### config.mk
export PLATFORM = sky130hd
export DESIGN_NAME = tpc_trace_pad_regs
export DESIGN_NICKNAME = d
export VERILOG_FILES = /design/src/verilog/tpc_pkg.sv /design/src/verilog/tpc_addr_decode.sv /design/src/verilog/tpc_pad_setting.sv /design/src/verilog/tpc_trace_pad_regs.sv
export SDC_FILE = /design/constraint.sdc
export NUM_CORES = 1
export LEC_CHECK = 0
export ABC_AREA = 1
export CORE_ASPECT_RATIO = 1.1
export CORE_UTILIZATION = 29
export DETAILED_ROUTE_END_ITERATION = 8
export DONT_BUFFER_PORTS = 1
export MAX_ROUTING_LAYER = met4
export PLACE_DENSITY_LB_ADDON = 0.3
export SKIP_LAST_GASP = 1
export SLEW_MARGIN = 10
export SYNTH_ARGS = -nofsm -noshare
export SYNTH_HDL_FRONTEND = slang
export SYNTH_SLANG_ARGS = --single-unit
export TNS_END_PERCENT = 20
### constraint.sdc
create_clock -name sys_clk -period 1.1 [get_ports sys_clk]
set_input_delay 0.165 -clock sys_clk [delete_from_list [all_inputs] [get_ports sys_clk]]
set_output_delay 0.165 -clock sys_clk [all_outputs]
set_load 0.1 [all_outputs]
### src/verilog/tpc_pkg.sv
`default_nettype none

package tpc_pkg;

  // Register bus geometry
  localparam int             DATA_W        = 32;
  localparam int             ADDR_W        = 8;

  // Register offsets (byte addresses)
  localparam logic [7:0]     OFF_DATA_PAD  = 8'h00;
  localparam logic [7:0]     OFF_CLOCK_PAD = 8'h04;

  // Field layout: each pad group owns one byte of a register
  localparam int             LANES         = 4;
  localparam int             CLOCK_PADS    = 2;
  localparam int             LANE_STRIDE   = 8;
  localparam int             SLEW_POS      = 4;
  localparam int             DRIVE_LSB     = 0;
  localparam int             DRIVE_W       = 2;

  // Clock pads: A in byte 0, B in byte 1
  localparam int             CLKA_INDEX    = 0;
  localparam int             CLKB_INDEX    = 1;

  // Writable bit masks; everything else is reserved
  localparam logic [31:0]    DATA_MASK     = 32'h1313_1313;
  localparam logic [31:0]    CLOCK_MASK    = 32'h0000_1313;

  // Slew selection
  typedef enum logic {
    SLEW_FAST = 1'b0,
    SLEW_SLOW = 1'b1
  } tpc_slew_type;

  // Drive strength code, passed to the pad cell untouched
  typedef enum logic [1:0] {
    DRIVE_2MA  = 2'b00,
    DRIVE_8MA  = 2'b01,
    DRIVE_4MA  = 2'b10,
    DRIVE_12MA = 2'b11
  } tpc_drive_type;

  // Reset values
  localparam tpc_slew_type   SLEW_RST      = SLEW_SLOW;
  localparam tpc_drive_type  DRIVE_RST     = DRIVE_8MA;
  localparam logic [31:0]    DATA_RST      = 32'h1111_1111;
  localparam logic [31:0]    CLOCK_RST     = 32'h0000_1111;

endpackage : tpc_pkg

`default_nettype wire

### src/verilog/tpc_addr_decode.sv
`default_nettype none

module tpc_addr_decode (
  // Bus address
  input  wire logic [tpc_pkg::ADDR_W-1:0] addr,
  // Register selects
  output logic                            selData,
  output logic                            selClock
);

  // Full compare so aliases of a register never hit
  function automatic logic hit(input logic [tpc_pkg::ADDR_W-1:0] a,
                               input logic [tpc_pkg::ADDR_W-1:0] off);
    hit = (a == off);
  endfunction : hit

  // One select per register
  assign selData  = hit(addr, tpc_pkg::OFF_DATA_PAD);
  assign selClock = hit(addr, tpc_pkg::OFF_CLOCK_PAD);

endmodule : tpc_addr_decode

`default_nettype wire

### src/verilog/tpc_pad_setting.sv
`default_nettype none

module tpc_pad_setting (
  // Clock and reset
  input  wire logic              sys_clk,
  input  wire logic              rst_b,
  // Load from the register bus
  input  wire logic              load,
  input  wire logic              slewIn,
  input  wire logic [1:0]        driveIn,
  // Held pad setting
  output tpc_pkg::tpc_slew_type  slew,
  output tpc_pkg::tpc_drive_type drive
);

  // Slew bit holds until software rewrites it
  always_ff @(posedge sys_clk or negedge rst_b) begin
    if (!rst_b) begin
      slew <= tpc_pkg::SLEW_RST;
    end else if (load) begin
      slew <= tpc_pkg::tpc_slew_type'(slewIn);
    end
  end

  // Drive code is stored as written, every code is legal
  always_ff @(posedge sys_clk or negedge rst_b) begin
    if (!rst_b) begin
      drive <= tpc_pkg::DRIVE_RST;
    end else if (load) begin
      drive <= tpc_pkg::tpc_drive_type'(driveIn);
    end
  end

endmodule : tpc_pad_setting

`default_nettype wire

### src/verilog/tpc_trace_pad_regs.sv
// The address map and the strobed register port were left to the implementer.
`default_nettype none

module tpc_trace_pad_regs (
  // Clock and reset
  input  wire logic                            sys_clk,
  input  wire logic                            rst_b,
  // Register port
  input  wire logic [tpc_pkg::ADDR_W-1:0]      addr,
  input  wire logic [tpc_pkg::DATA_W-1:0]      wrData,
  input  wire logic                            wrStrobe,
  input  wire logic                            rdStrobe,
  output logic      [tpc_pkg::DATA_W-1:0]      rdData,
  // Trace data pads, one lane per byte of trace data
  output logic                                 lane0SlewSelect,
  output logic      [tpc_pkg::DRIVE_W-1:0]     lane0DriveSelect,
  output logic                                 lane1SlewSelect,
  output logic      [tpc_pkg::DRIVE_W-1:0]     lane1DriveSelect,
  output logic                                 lane2SlewSelect,
  output logic      [tpc_pkg::DRIVE_W-1:0]     lane2DriveSelect,
  output logic                                 lane3SlewSelect,
  output logic      [tpc_pkg::DRIVE_W-1:0]     lane3DriveSelect,
  // Trace clock pads
  output logic                                 clkaSlewSelect,
  output logic      [tpc_pkg::DRIVE_W-1:0]     clkaDriveSelect,
  output logic                                 clkbSlewSelect,
  output logic      [tpc_pkg::DRIVE_W-1:0]     clkbDriveSelect
);

  localparam int PADS = tpc_pkg::LANES + tpc_pkg::CLOCK_PADS;

  // Layout checks: every pad group must fit one byte of the word
  if (tpc_pkg::LANES * tpc_pkg::LANE_STRIDE > tpc_pkg::DATA_W) begin : g_bad_lanes
    $error("Data lanes do not fit the register width");
  end
  if (tpc_pkg::SLEW_POS >= tpc_pkg::LANE_STRIDE) begin : g_bad_slew
    $error("Slew bit lies outside its byte");
  end

  logic                           selData;
  logic                           selClock;
  tpc_pkg::tpc_slew_type          padSlew  [PADS];
  tpc_pkg::tpc_drive_type         padDrive [PADS];
  logic [tpc_pkg::DATA_W-1:0]     dataWord;
  logic [tpc_pkg::DATA_W-1:0]     clockWord;
  logic [tpc_pkg::DATA_W-1:0]     next_rdData;

  // Register select
  tpc_addr_decode u_decode (
    .addr     (addr),
    .selData  (selData),
    .selClock (selClock)
  );

  // Place one pad group into its byte of a register word
  function automatic logic [tpc_pkg::DATA_W-1:0] placeGroup(input logic slew,
                                                            input logic [1:0] drive,
                                                            input int group);
    logic [tpc_pkg::DATA_W-1:0] word;
    word = '0;
    word[group*tpc_pkg::LANE_STRIDE + tpc_pkg::SLEW_POS] = slew;
    word[group*tpc_pkg::LANE_STRIDE + tpc_pkg::DRIVE_LSB +: tpc_pkg::DRIVE_W] = drive;
    placeGroup = word;
  endfunction : placeGroup

  // Pad settings: indices 0..3 are data lanes, then clock A and clock B.
  // No busy or lock state, so a write lands on the next edge whenever it comes.
  for (genvar p = 0; p < PADS; p++) begin : g_pad
    localparam int GRP = (p < tpc_pkg::LANES) ? p : p - tpc_pkg::LANES;
    localparam int BASE = GRP * tpc_pkg::LANE_STRIDE;
    logic load;
    // Lane byte GRP covers trace data bits [8*GRP+7:8*GRP]
    assign load = wrStrobe && ((p < tpc_pkg::LANES) ? selData : selClock);
    tpc_pad_setting u_set (
      .sys_clk (sys_clk),
      .rst_b   (rst_b),
      .load    (load),
      .slewIn  (wrData[BASE + tpc_pkg::SLEW_POS]),
      .driveIn (wrData[BASE + tpc_pkg::DRIVE_LSB +: tpc_pkg::DRIVE_W]),
      .slew    (padSlew[p]),
      .drive   (padDrive[p])
    );
  end

  // Read-back words; reserved positions stay zero by construction
  always_comb begin
    dataWord  = '0;
    clockWord = '0;
    for (int l = 0; l < tpc_pkg::LANES; l++) begin
      dataWord = dataWord | placeGroup(padSlew[l], padDrive[l], l);
    end
    for (int c = 0; c < tpc_pkg::CLOCK_PADS; c++) begin
      clockWord = clockWord | placeGroup(padSlew[tpc_pkg::LANES + c], padDrive[tpc_pkg::LANES + c], c);
    end
  end

  // Read mux; unmapped addresses and idle cycles return zero
  always_comb begin
    next_rdData = '0;
    if (rdStrobe && selData) begin
      next_rdData = dataWord;
    end else if (rdStrobe && selClock) begin
      next_rdData = clockWord;
    end
  end

  // Read data stands only in the cycle after the strobe
  always_ff @(posedge sys_clk or negedge rst_b) begin
    if (!rst_b) begin
      rdData <= '0;
    end else begin
      rdData <= next_rdData;
    end
  end

  // Pad outputs come straight from the setting flops, code unchanged
  assign lane0SlewSelect  = padSlew[0];
  assign lane0DriveSelect = padDrive[0];
  assign lane1SlewSelect  = padSlew[1];
  assign lane1DriveSelect = padDrive[1];
  assign lane2SlewSelect  = padSlew[2];
  assign lane2DriveSelect = padDrive[2];
  assign lane3SlewSelect  = padSlew[3];
  assign lane3DriveSelect = padDrive[3];
  assign clkaSlewSelect   = padSlew[tpc_pkg::LANES + tpc_pkg::CLKA_INDEX];
  assign clkaDriveSelect  = padDrive[tpc_pkg::LANES + tpc_pkg::CLKA_INDEX];
  assign clkbSlewSelect   = padSlew[tpc_pkg::LANES + tpc_pkg::CLKB_INDEX];
  assign clkbDriveSelect  = padDrive[tpc_pkg::LANES + tpc_pkg::CLKB_INDEX];
endmodule : tpc_trace_pad_regs

`default_nettype wire
Word-level counts from Yosys, hierarchy flattened
Cells that the tools add are included.
- input port bits: 44
- output and inout bits: 50
- flip-flop bits (word level): 50
- logic and storage cells: 25
- mux-type cells: 2
- eq/ne operators: 1
- reduce and logical (&&, ||, !) cells: 5
- bitwise gates (word level): 4
- operator list (cell ; number):
    32-bit two-way mux ; 1
    21-bit by 29-bit bitwise OR with 29-bit output ; 1
    5-bit by 13-bit bitwise OR with 13-bit output ; 2
    13-bit by 21-bit bitwise OR with 21-bit output ; 1
    13-bit two-way mux ; 1
    8-bit by 3-bit equality test with 1-bit output, second input constant ; 1
    8-bit zero test ; 1
    1-bit logical AND ; 4

Logic depth before layout (Yosys ltp)
Gate-level depths: netlist of the first run.
- word-level depth: 4
- depth in mapped cells: 7
- gate-level depth less buffers: 6

Modules after synthesis
Synthesis of the first run repeated with hierarchy kept, for this count alone.
- cells, all modules: 173
- area total of the unflattened synthesis: 1395.1 µm²
- modules (own cells, without submodules) (module ; area an instance (µm²) ; cells each ; sequential area each (µm²) ; times used):
    tpc_pad_setting ; 115.1 ; 13 ; 77.6 ; 6
    tpc_trace_pad_regs ; 660.6 ; 84 ; 300.3 ; 1
    tpc_addr_decode ; 43.8 ; 11 ; 0.0 ; 1

Worst setup path after synthesis of the first run
Ideal clock, no wire load.
- path type: reg-to-reg
- start point: register g_pad[0].u_set.drive[1]
- end point: register rdData[1] in the netlist's numbering
- arrival: 1.145 ns
- stages on the path, launching flop included: 3
- slack: -0.113 ns
- data required time: 1.032 ns
- buffers on the path: 0
- setup time: 0.068 ns
- clock period less this slack: 1.213 ns
- cells stage by stage: dfrtp_1 > nand3_1 > nand2_1
- cells in the longest elaborated chain, start to end: 4
- ends and longest elaborated chain (item ; RTL line ; text):
    from (decl) ; tpc_pad_setting.sv:13 ; output tpc_pkg::tpc_drive_type drive
    from (signal assigned) ; tpc_pad_setting.sv:28 ; drive <= tpc_pkg::DRIVE_RST;
    from (signal assigned) ; tpc_pad_setting.sv:30 ; drive <= tpc_pkg::tpc_drive_type'(driveIn);
    5-bit by 13-bit bitwise OR with 13-bit output ; tpc_trace_pad_regs.sv:90 ; dataWord = dataWord | placeGroup(padSlew[l], padDrive[l], l);
    13-bit by 21-bit bitwise OR with 21-bit output ; tpc_trace_pad_regs.sv:90 ;
    21-bit by 29-bit bitwise OR with 29-bit output ; tpc_trace_pad_regs.sv:90 ;
    32-bit two-way mux ; tpc_trace_pad_regs.sv:100 ; if (rdStrobe && selData) begin
    net next_rdData, one bit ; tpc_trace_pad_regs.sv:46 ; logic [tpc_pkg::DATA_W-1:0] next_rdData;
    to (signal assigned) ; tpc_trace_pad_regs.sv:112 ; rdData <= next_rdData;
    to (decl) ; tpc_trace_pad_regs.sv:13 ; output logic [tpc_pkg::DATA_W-1:0] rdData,
The timed path passes the listed nets, and every way through them passes these cells.
A chain may end at the register's enable or synchronous reset.

Final worst setup path of the first run
- start point: register g_pad[5].u_set.drive[0]
- end point: output clkbDriveSelect[0] in the netlist's numbering
- RTL lines (item ; RTL line ; text):
    from (decl) ; tpc_pad_setting.sv:13 ;
    from (signal assigned) ; tpc_pad_setting.sv:28 ;
    from (signal assigned) ; tpc_pad_setting.sv:30 ;
    to (decl) ; tpc_trace_pad_regs.sv:27 ; output logic [tpc_pkg::DRIVE_W-1:0] clkbDriveSelect
No word-level cell between the ends.

==> results of run 1 <==
[power breakdown]
group          internal, W  total (W)  switching (W)
Clock             0.000437   0.000816       0.000379
Sequential         0.00115    0.00121      0.0000520
Combinational     0.000182   0.000782       0.000601
Total              0.00177    0.00281        0.00103
[layout make-up]
class | instances | area share, %
multi-input cells | 114 | 21.04
well taps | 56 | 3.143
flip-flops and latches | 30 | 34.57
clock buffers | 6 | 3.255
inverters | 11 | 1.852
repair buffers | 53 | 35.69
clock inverters | 2 | 0.4489
[registers in the layout, summed over array words and instances (netlist names)]
register           cells
rdData                12
g_pad.u_set.drive     12
g_pad.u_set.slew       6
[per-stage QoR]
stage	area [sq um]	TNS, ns
6_report	2230	-0.9574
3_3_place_gp	1969	0
5_1_grt	2230	-1.293
4_1_cts	2222	-1.126
3_5_place_dp	1969	0
2_1_floorplan	1481	-0.3195
[per-layer routing]
layer | GRT usage (%) | share of wire [%] | up-vias
met5 | - | 0 | -
met4 | 6.944 | 2.0 | 0
met3 | 3.939 | 8.5 | 6
li1 | - | - | 564
met2 | 21.02 | 48 | 69
met1 | 17.27 | 41 | 534
[cell families after synthesis]
group | synth area share, %
flip-flops | 54.50
other | 0.2669
buffers and inverters | 17.19
AND/OR/NAND/NOR | 28.05
[path summary, 6_finish.rpt]
path / startpoint / to / slack (ns) / cells after the start
max: g_pad[5].u_set.drive[0] / clkbDriveSelect[0] / -0.09 / 1
min: wrData[28] / g_pad[3].u_set.slew / 0.008 / 2
max reg2reg: g_pad[5].u_set.drive[1] / rdData[9] / 0.13 / 2
min reg2reg: g_pad[5].u_set.slew / g_pad[5].u_set.slew / 0.49 / 2
max in group asynchronous: rst_b / g_pad[3].u_set.drive[0] / 0.54 / 2
min in group asynchronous: rst_b / g_pad[2].u_set.drive[1] / 0.32 / 2
[placed cells by master (no fill, tap or decap), drive strengths merged]
cell	instances
conb	20
dfrtp	18
nor2	14
buf	44
dfstp	12
dlygate4sd3	9
clkbuf	6
clkinv	2
nand3	31
nand2	49
inv	11
[what timing repair did]
action | CTS | global route
hold endpoints to repair | 41 | 0
gates resized for setup | 0 | 0
setup buffers | 8 | 1
endpoints found under the setup margin | 13 | 13
hold buffers | 10 | 0
==> impl_results.md, run 1 <==
- Area used by sequential logic in the layout: 770.7 sq um
- Library cell with the highest instance count after synthesis: sky130_fd_sc_hd__nand2_1
- Worst Tran Pin Value: 0.5105 ns
- Num Clock Sinks: 30
- Sum of internal, switching and leakage power: 0.002805 W
- Depth of the CTS H-tree: 2
- Number of nets in the finished design: 259
- Flop and latch count out of synthesis: 30
- Starting density of the core: 30.20%
- Via density: 4.313
- Pins over their slew limit: 0
- Share of the cycle needed by the critical path after routing: 108.0%
- Static leakage: 1.090 nW
- Detailed-route via count: 1173
- Area of the multi-input gates: 469.2 sq um
- Worst setup slack before clock tree synthesis: 0.06830 ns
- RSZ-0062 raised after global routing: true
- Count of fill cells added during filler insertion: 436
- Clock root cell: sky130_fd_sc_hd__clkbuf_8
- Setup CP Type: flip-flop to output port
- Post-Route Utilization: 47.93%
- Core area: 4652 sq um
- Number of DRC markers after the initial detailed-route iteration: 99
- Final worst hold slack: 0.008135 ns
- Worst-case setup margin in the final layout: -0.08841 ns
- EDFF count, synth: 0
- Total of endpoints with negative setup slack in the final report: 13
- Syn Std Cell Area: 1405 sq um
- Portion of the post-synthesis area used by sequential elements: 54.50%
- Aggregate routed wire length: 3206 um
- Min Tclk post-route: 1.188 ns
- Die W: 68.37 um
- Async S/R FF share, synth: 100.0%
- Clock buffer count from CTS: 5
- Final hold vios: 0
- Layout cell share with drive strength beyond 1: 31.48%
- HPWL after detailed placement: 2137 um
- Total of buffers placed on input and output ports: 0
- Number of antenna violations at the first check in global routing: 0
- PwrDens: 1258 nW/um^2
- N_diodes: 0
- Buffers and inverters on the worst path: 1
- Synth-to-layout area growth: 58.68%
- Die boundary height: 75.01 um
- Average cell area after synthesis: 8.620 sq um
- Kind of cell with the highest combined delay on the critical path: flip-flops
- Yosys warnings: 0
- List of most frequent post-synthesis cells: sky130_fd_sc_hd__nand2_1, sky130_fd_sc_hd__nand3_1, sky130_fd_sc_hd__buf_4
- Result of the run: finished, violations left
- DR WL/cell: 11.79 um
- Sort of element at the start of the critical path: flip-flop
- Tightest Hold Check Type: input port to flip-flop
- Count of placed standard cells including taps: 245
- Antenna viol nets, final: 0
- Wire length of the first global-routing pass: 4850 um
- Top-level I/O count: 94
- Drt drc: 0
- Standard cell with the maximum stage delay on the critical path: sky130_fd_sc_hd__dfstp_2
- Data arrival time of the worst path: 1.02 ns
- Cells after Synth: 163
- Clk_skew: 0.005566 ns
- Pin count of the biggest net entering global routing: 31
- Gp weighted congestion: 0.6943
- CTS tree: yes
- Number of cell rows: 26
- Maximum number of buffers from clock root to sink: 2
- CP Data Required Time: 0.94 ns
- Area contributors post-synth: sky130_fd_sc_hd__dfrtp_1, sky130_fd_sc_hd__dfstp_2, sky130_fd_sc_hd__nand2_1, sky130_fd_sc_hd__buf_4, sky130_fd_sc_hd__nand3_1
- Via count of the first global-routing pass: 973
- Non-filler instance count after layout: 272
- Crit. End Element: output port
- Worst VDD drop: 439.3 uV
- Synth area leader: sky130_fd_sc_hd__dfrtp_1
- Failing checks: setup timing
- Area fraction of the dominant cell type after synthesis: 32.06%
- Overall Global Routing Usage: 14.06%
- Clock-pin transition on the worst setup and hold timing paths: 0.06 ns
- Worst relative slew slack: 65.97%
- Max incr delay on CP: 0.57 ns
- Crit path max fanout: 2
- Count of different cell masters after synthesis: 11
- Die Outline Area: 5128 sq um
- Fmax achieved: 841.5 MHz
- Clock latency reported for the late side of the worst-skew pair: 0.28 ns
- Global route total overflow: 0
- Cells along the critical path: buf_12
- Number of max-capacitance violations reported: 0
- Number of optimization iterations in the first detailed-route pass: 4
- Most common flop cell mapped by yosys: sky130_fd_sc_hd__dfrtp_1
Power figures use the tool's default switching activity.
==> inputs of run 2 (changes only) <==
Settings changed: ABC_AREA 1 to 0.
==> run 2 against run 1 <==
  * The flow still finishes with violations (setup timing)
  * Area after synthesis decreased by 2.0%
  * Global-route usage is 0.86 points lower
  * Setup slack better by 0.0040 ns
  * Sequential share of layout area grew 0.90 points
  * Clock-buffer cell count rose by 2
  * Clock power is 8.0% higher
  * Die area fell by 2.0%
==> impl_results.md, run 2 <==
- Library cell with the highest instance count after synthesis: sky130_fd_sc_hd__buf_4
- Overall Global Routing Usage: 13.20%
- Registers with the most flip-flops: g_pad.u_set.drive: 12 flops, rdData: 12 flops, g_pad.u_set.slew: 6 flops
- Number of antenna violations at the first check in global routing: 0
- List of most frequent post-synthesis cells: sky130_fd_sc_hd__buf_4, sky130_fd_sc_hd__dfrtp_1, sky130_fd_sc_hd__dfstp_2
- Routing layer with the top usage in global route: met2
- Die W: 67.69 um
- Core area: 4410 sq um
- Global-route track usage on met3: 5.982%
- Most common library cell in the layout ignoring fill and taps: sky130_fd_sc_hd__buf_12
- Flop and latch count out of synthesis: 30
- Buffers and inverters on the worst path: 1
- Kind of cell with the highest combined delay on the critical path: flip-flops
- Start point of the critical path: g_pad[4].u_set.slew
- Crit path max fanout: 2
- Parity-gate share of the synthesized area counting xor and xnor cells: 0%
- Depth of the CTS H-tree: 2
- Reg-to-reg critical path startpoint: g_pad[4].u_set.slew
- Portion of the post-synthesis area used by sequential elements: 55.64%
- Min Tclk post-route: 1.184 ns
- Starting density of the core: 31.21%
- Total of cells resized after clock tree synthesis: 0
- Pin count of the biggest net entering global routing: 31
- Hold_sp: wrData[1]
- Met1 layer usage reported by global route: 12.61%
- Setup CP Type: flip-flop to output port
- Standard cell with the maximum stage delay on the critical path: sky130_fd_sc_hd__dfstp_2
- Worst Hold Path EP: g_pad[0].u_set.drive[1]
- EDFF count, synth: 0
- Max incr delay on CP: 0.56 ns
- Aggregate routed wire length: 3018 um
- Total of buffers placed on input and output ports: 0
- Top-level I/O count: 94
- Cells along the critical path: buf_12
- Via count of the first global-routing pass: 862
- Clk_skew: 0.003256 ns
- Area used by sequential logic in the layout: 770.7 sq um
- Number of max-capacitance violations reported: 0
- Met2 Usage GRT: 22.00%
- Number of nets in the finished design: 188
- Worst-case setup margin in the final layout: -0.08436 ns
- Cells after Synth: 96
- Layout cell share with drive strength beyond 1: 61.38%
- Yosys warnings: 0
- Worst VDD drop: 636.4 uV
- Area of the multi-input gates: 516.7 sq um
- Maximum number of buffers from clock root to sink: 2
- HPWL after detailed placement: 2273 um
- Post-Route Utilization: 49.28%
- Tightest Hold Check Type: input port to flip-flop
- Via density: 4.196
- Number of cell rows: 25
- Clock latency reported for the late side of the worst-skew pair: 0.28 ns
- Detailed-route via count: 835
- Number of cells on the worst hold path: 1
- Simple-gate share of the synthesized area: 9.636%
- Number of cells on the critical path: 1
- Global route total overflow: 0
- Fmax achieved: 844.3 MHz
- Complex-gate fraction of the synthesized area: 0%
- Internal reg-to-reg setup slack: 0.19 ns
- Count of fill cells added during filler insertion: 391
- Commonest cells after routing, fill and taps aside: sky130_fd_sc_hd__buf_12, sky130_fd_sc_hd__conb_1, sky130_fd_sc_hd__dfrtp_1
- Count of different cell masters after synthesis: 17
- Wire length of the first global-routing pass: 4374 um
- Clock root cell: sky130_fd_sc_hd__clkbuf_8
- Synth-to-layout area growth: 57.91%
- PwrDens: 1320 nW/um^2
- Num Clock Sinks: 30
- Crit. End Element: output port
- Number of DRC markers after the initial detailed-route iteration: 16
- Die boundary height: 74.25 um
- Static leakage: 1.023 nW
- Mux contribution to synthesized area: 21.82%
- Clock-pin transition on the worst setup and hold timing paths: 0.06 ns
- Main combinational cell family by area after synthesis: multiplexers
- Async S/R FF share, synth: 100.0%
- Synth area leader: sky130_fd_sc_hd__dfrtp_1
- Clock buffer count from CTS: 5
- DR WL/cell: 15.17 um
- Total of endpoints with negative setup slack in the final report: 12
- Share of the cycle needed by the critical path after routing: 107.7%
- Number of optimization iterations in the first detailed-route pass: 4
- Area contributors post-synth: sky130_fd_sc_hd__dfrtp_1, sky130_fd_sc_hd__dfstp_2, sky130_fd_sc_hd__buf_4, sky130_fd_sc_hd__mux2_4, sky130_fd_sc_hd__mux2_2
- Depth of the worst register-to-register path: 3
- Worst r2r dst: rdData[4]
- CP Data Required Time: 0.94 ns
- Setup TNS: -0.9138 ns
- Pins over their slew limit: 0
- Area fraction of the dominant cell type after synthesis: 32.73%
- CTS tree: yes
- Syn Std Cell Area: 1376 sq um
- Sort of element at the start of the critical path: flip-flop
- Drt drc: 0
- Antenna viol nets, final: 0
- RSZ-0062 raised after global routing: true
- Die Outline Area: 5026 sq um
- Data arrival time of the worst path: 1.02 ns
- Gp weighted congestion: 0.7829
- Average cell area after synthesis: 14.34 sq um
- N_diodes: 0
- Failing checks: setup timing
- Most common flop cell mapped by yosys: sky130_fd_sc_hd__dfrtp_1
- Final hold vios: 0
- Result of the run: finished, violations left
- Area share of fa/ha/maj cells after synthesis: 0%
==> run 2: changes by cell type after synthesis, sizes merged <==
cell    delta
mux2i      +6
and2       +6
nand3     -30
buf        -4
mux2      +18
and4       +1
and4b      +1
inv       -11
nor2       -8
nand2     -49
nor3       +1
nor4       +1
nand4b     +1
==> run 2: cells by family (layout without fill, tap and decap cells) <==
| group | after synthesis | after routing |
|---|---|---|
| buf+inv | 23 | 53 |
| flops | 30 | 30 |
| mux | 24 | 24 |
| other cells | 1 | 20 |
| simple gates | 18 | 18 |
==> run 2: worst max path at each step <==
stage / to / slack [ns]
3_5_place_dp: g_pad[0].u_set.drive[1] / -0.20
3_3_place_gp: g_pad[1].u_set.drive[1] / -0.19
4_1_cts: lane3DriveSelect[0] / -0.09
6_report: clkaSlewSelect / -0.08
5_1_grt: clkbSlewSelect / -0.11
2_1_floorplan: g_pad[4].u_set.drive[1] / -0.17
==> run 2: what timing repair did <==
action,in CTS,in global routing
setup endpoints to repair,12,12
buffers inserted,8,0
cloned,0,0
hold endpoints to repair,30,0
hold buffers,2,0
==> run 2: power breakdown <==
part,internal [W],switching (W)
clock,0.000509,0.000373
combinational,0.000199,0.000593
sequential,0.00116,0.0000401
total,0.00186,0.00101
==> run 2: per-stage QoR <==
stage | setup WS [ns] | area (sq um) | cells | power [W] | hold WS, ns
6_report | -0.08436 | 2173 | 199 | 0.002870 | 0.02980
5_1_grt | -0.1133 | 2173 | 199 | 0.002979 | 0.01790
4_1_cts | -0.09440 | 2173 | 199 | 0.002913 | 0.01899
3_5_place_dp | -0.1983 | 1993 | 181 | 0.001955 | -0.1300
3_3_place_gp | -0.1879 | 1993 | 181 | 0.001947 | -0.1298
2_1_floorplan | -0.1674 | 1465 | 115 | 0.001851 | -0.1306
==> run 2: routing by layer <==
metal,vias up,routed length (um)
li1,374,-
met1,411,995
met2,43,1684
met3,7,244
met4,0,93
met5,-,0
==> run 2: area by class of cell <==
type	count	share of cell area [%]
flip-flops and latches	30	35.46
well taps	54	3.109
multi-input cells	62	23.78
clock buffers	8	4.145
repair buffers	45	33.51
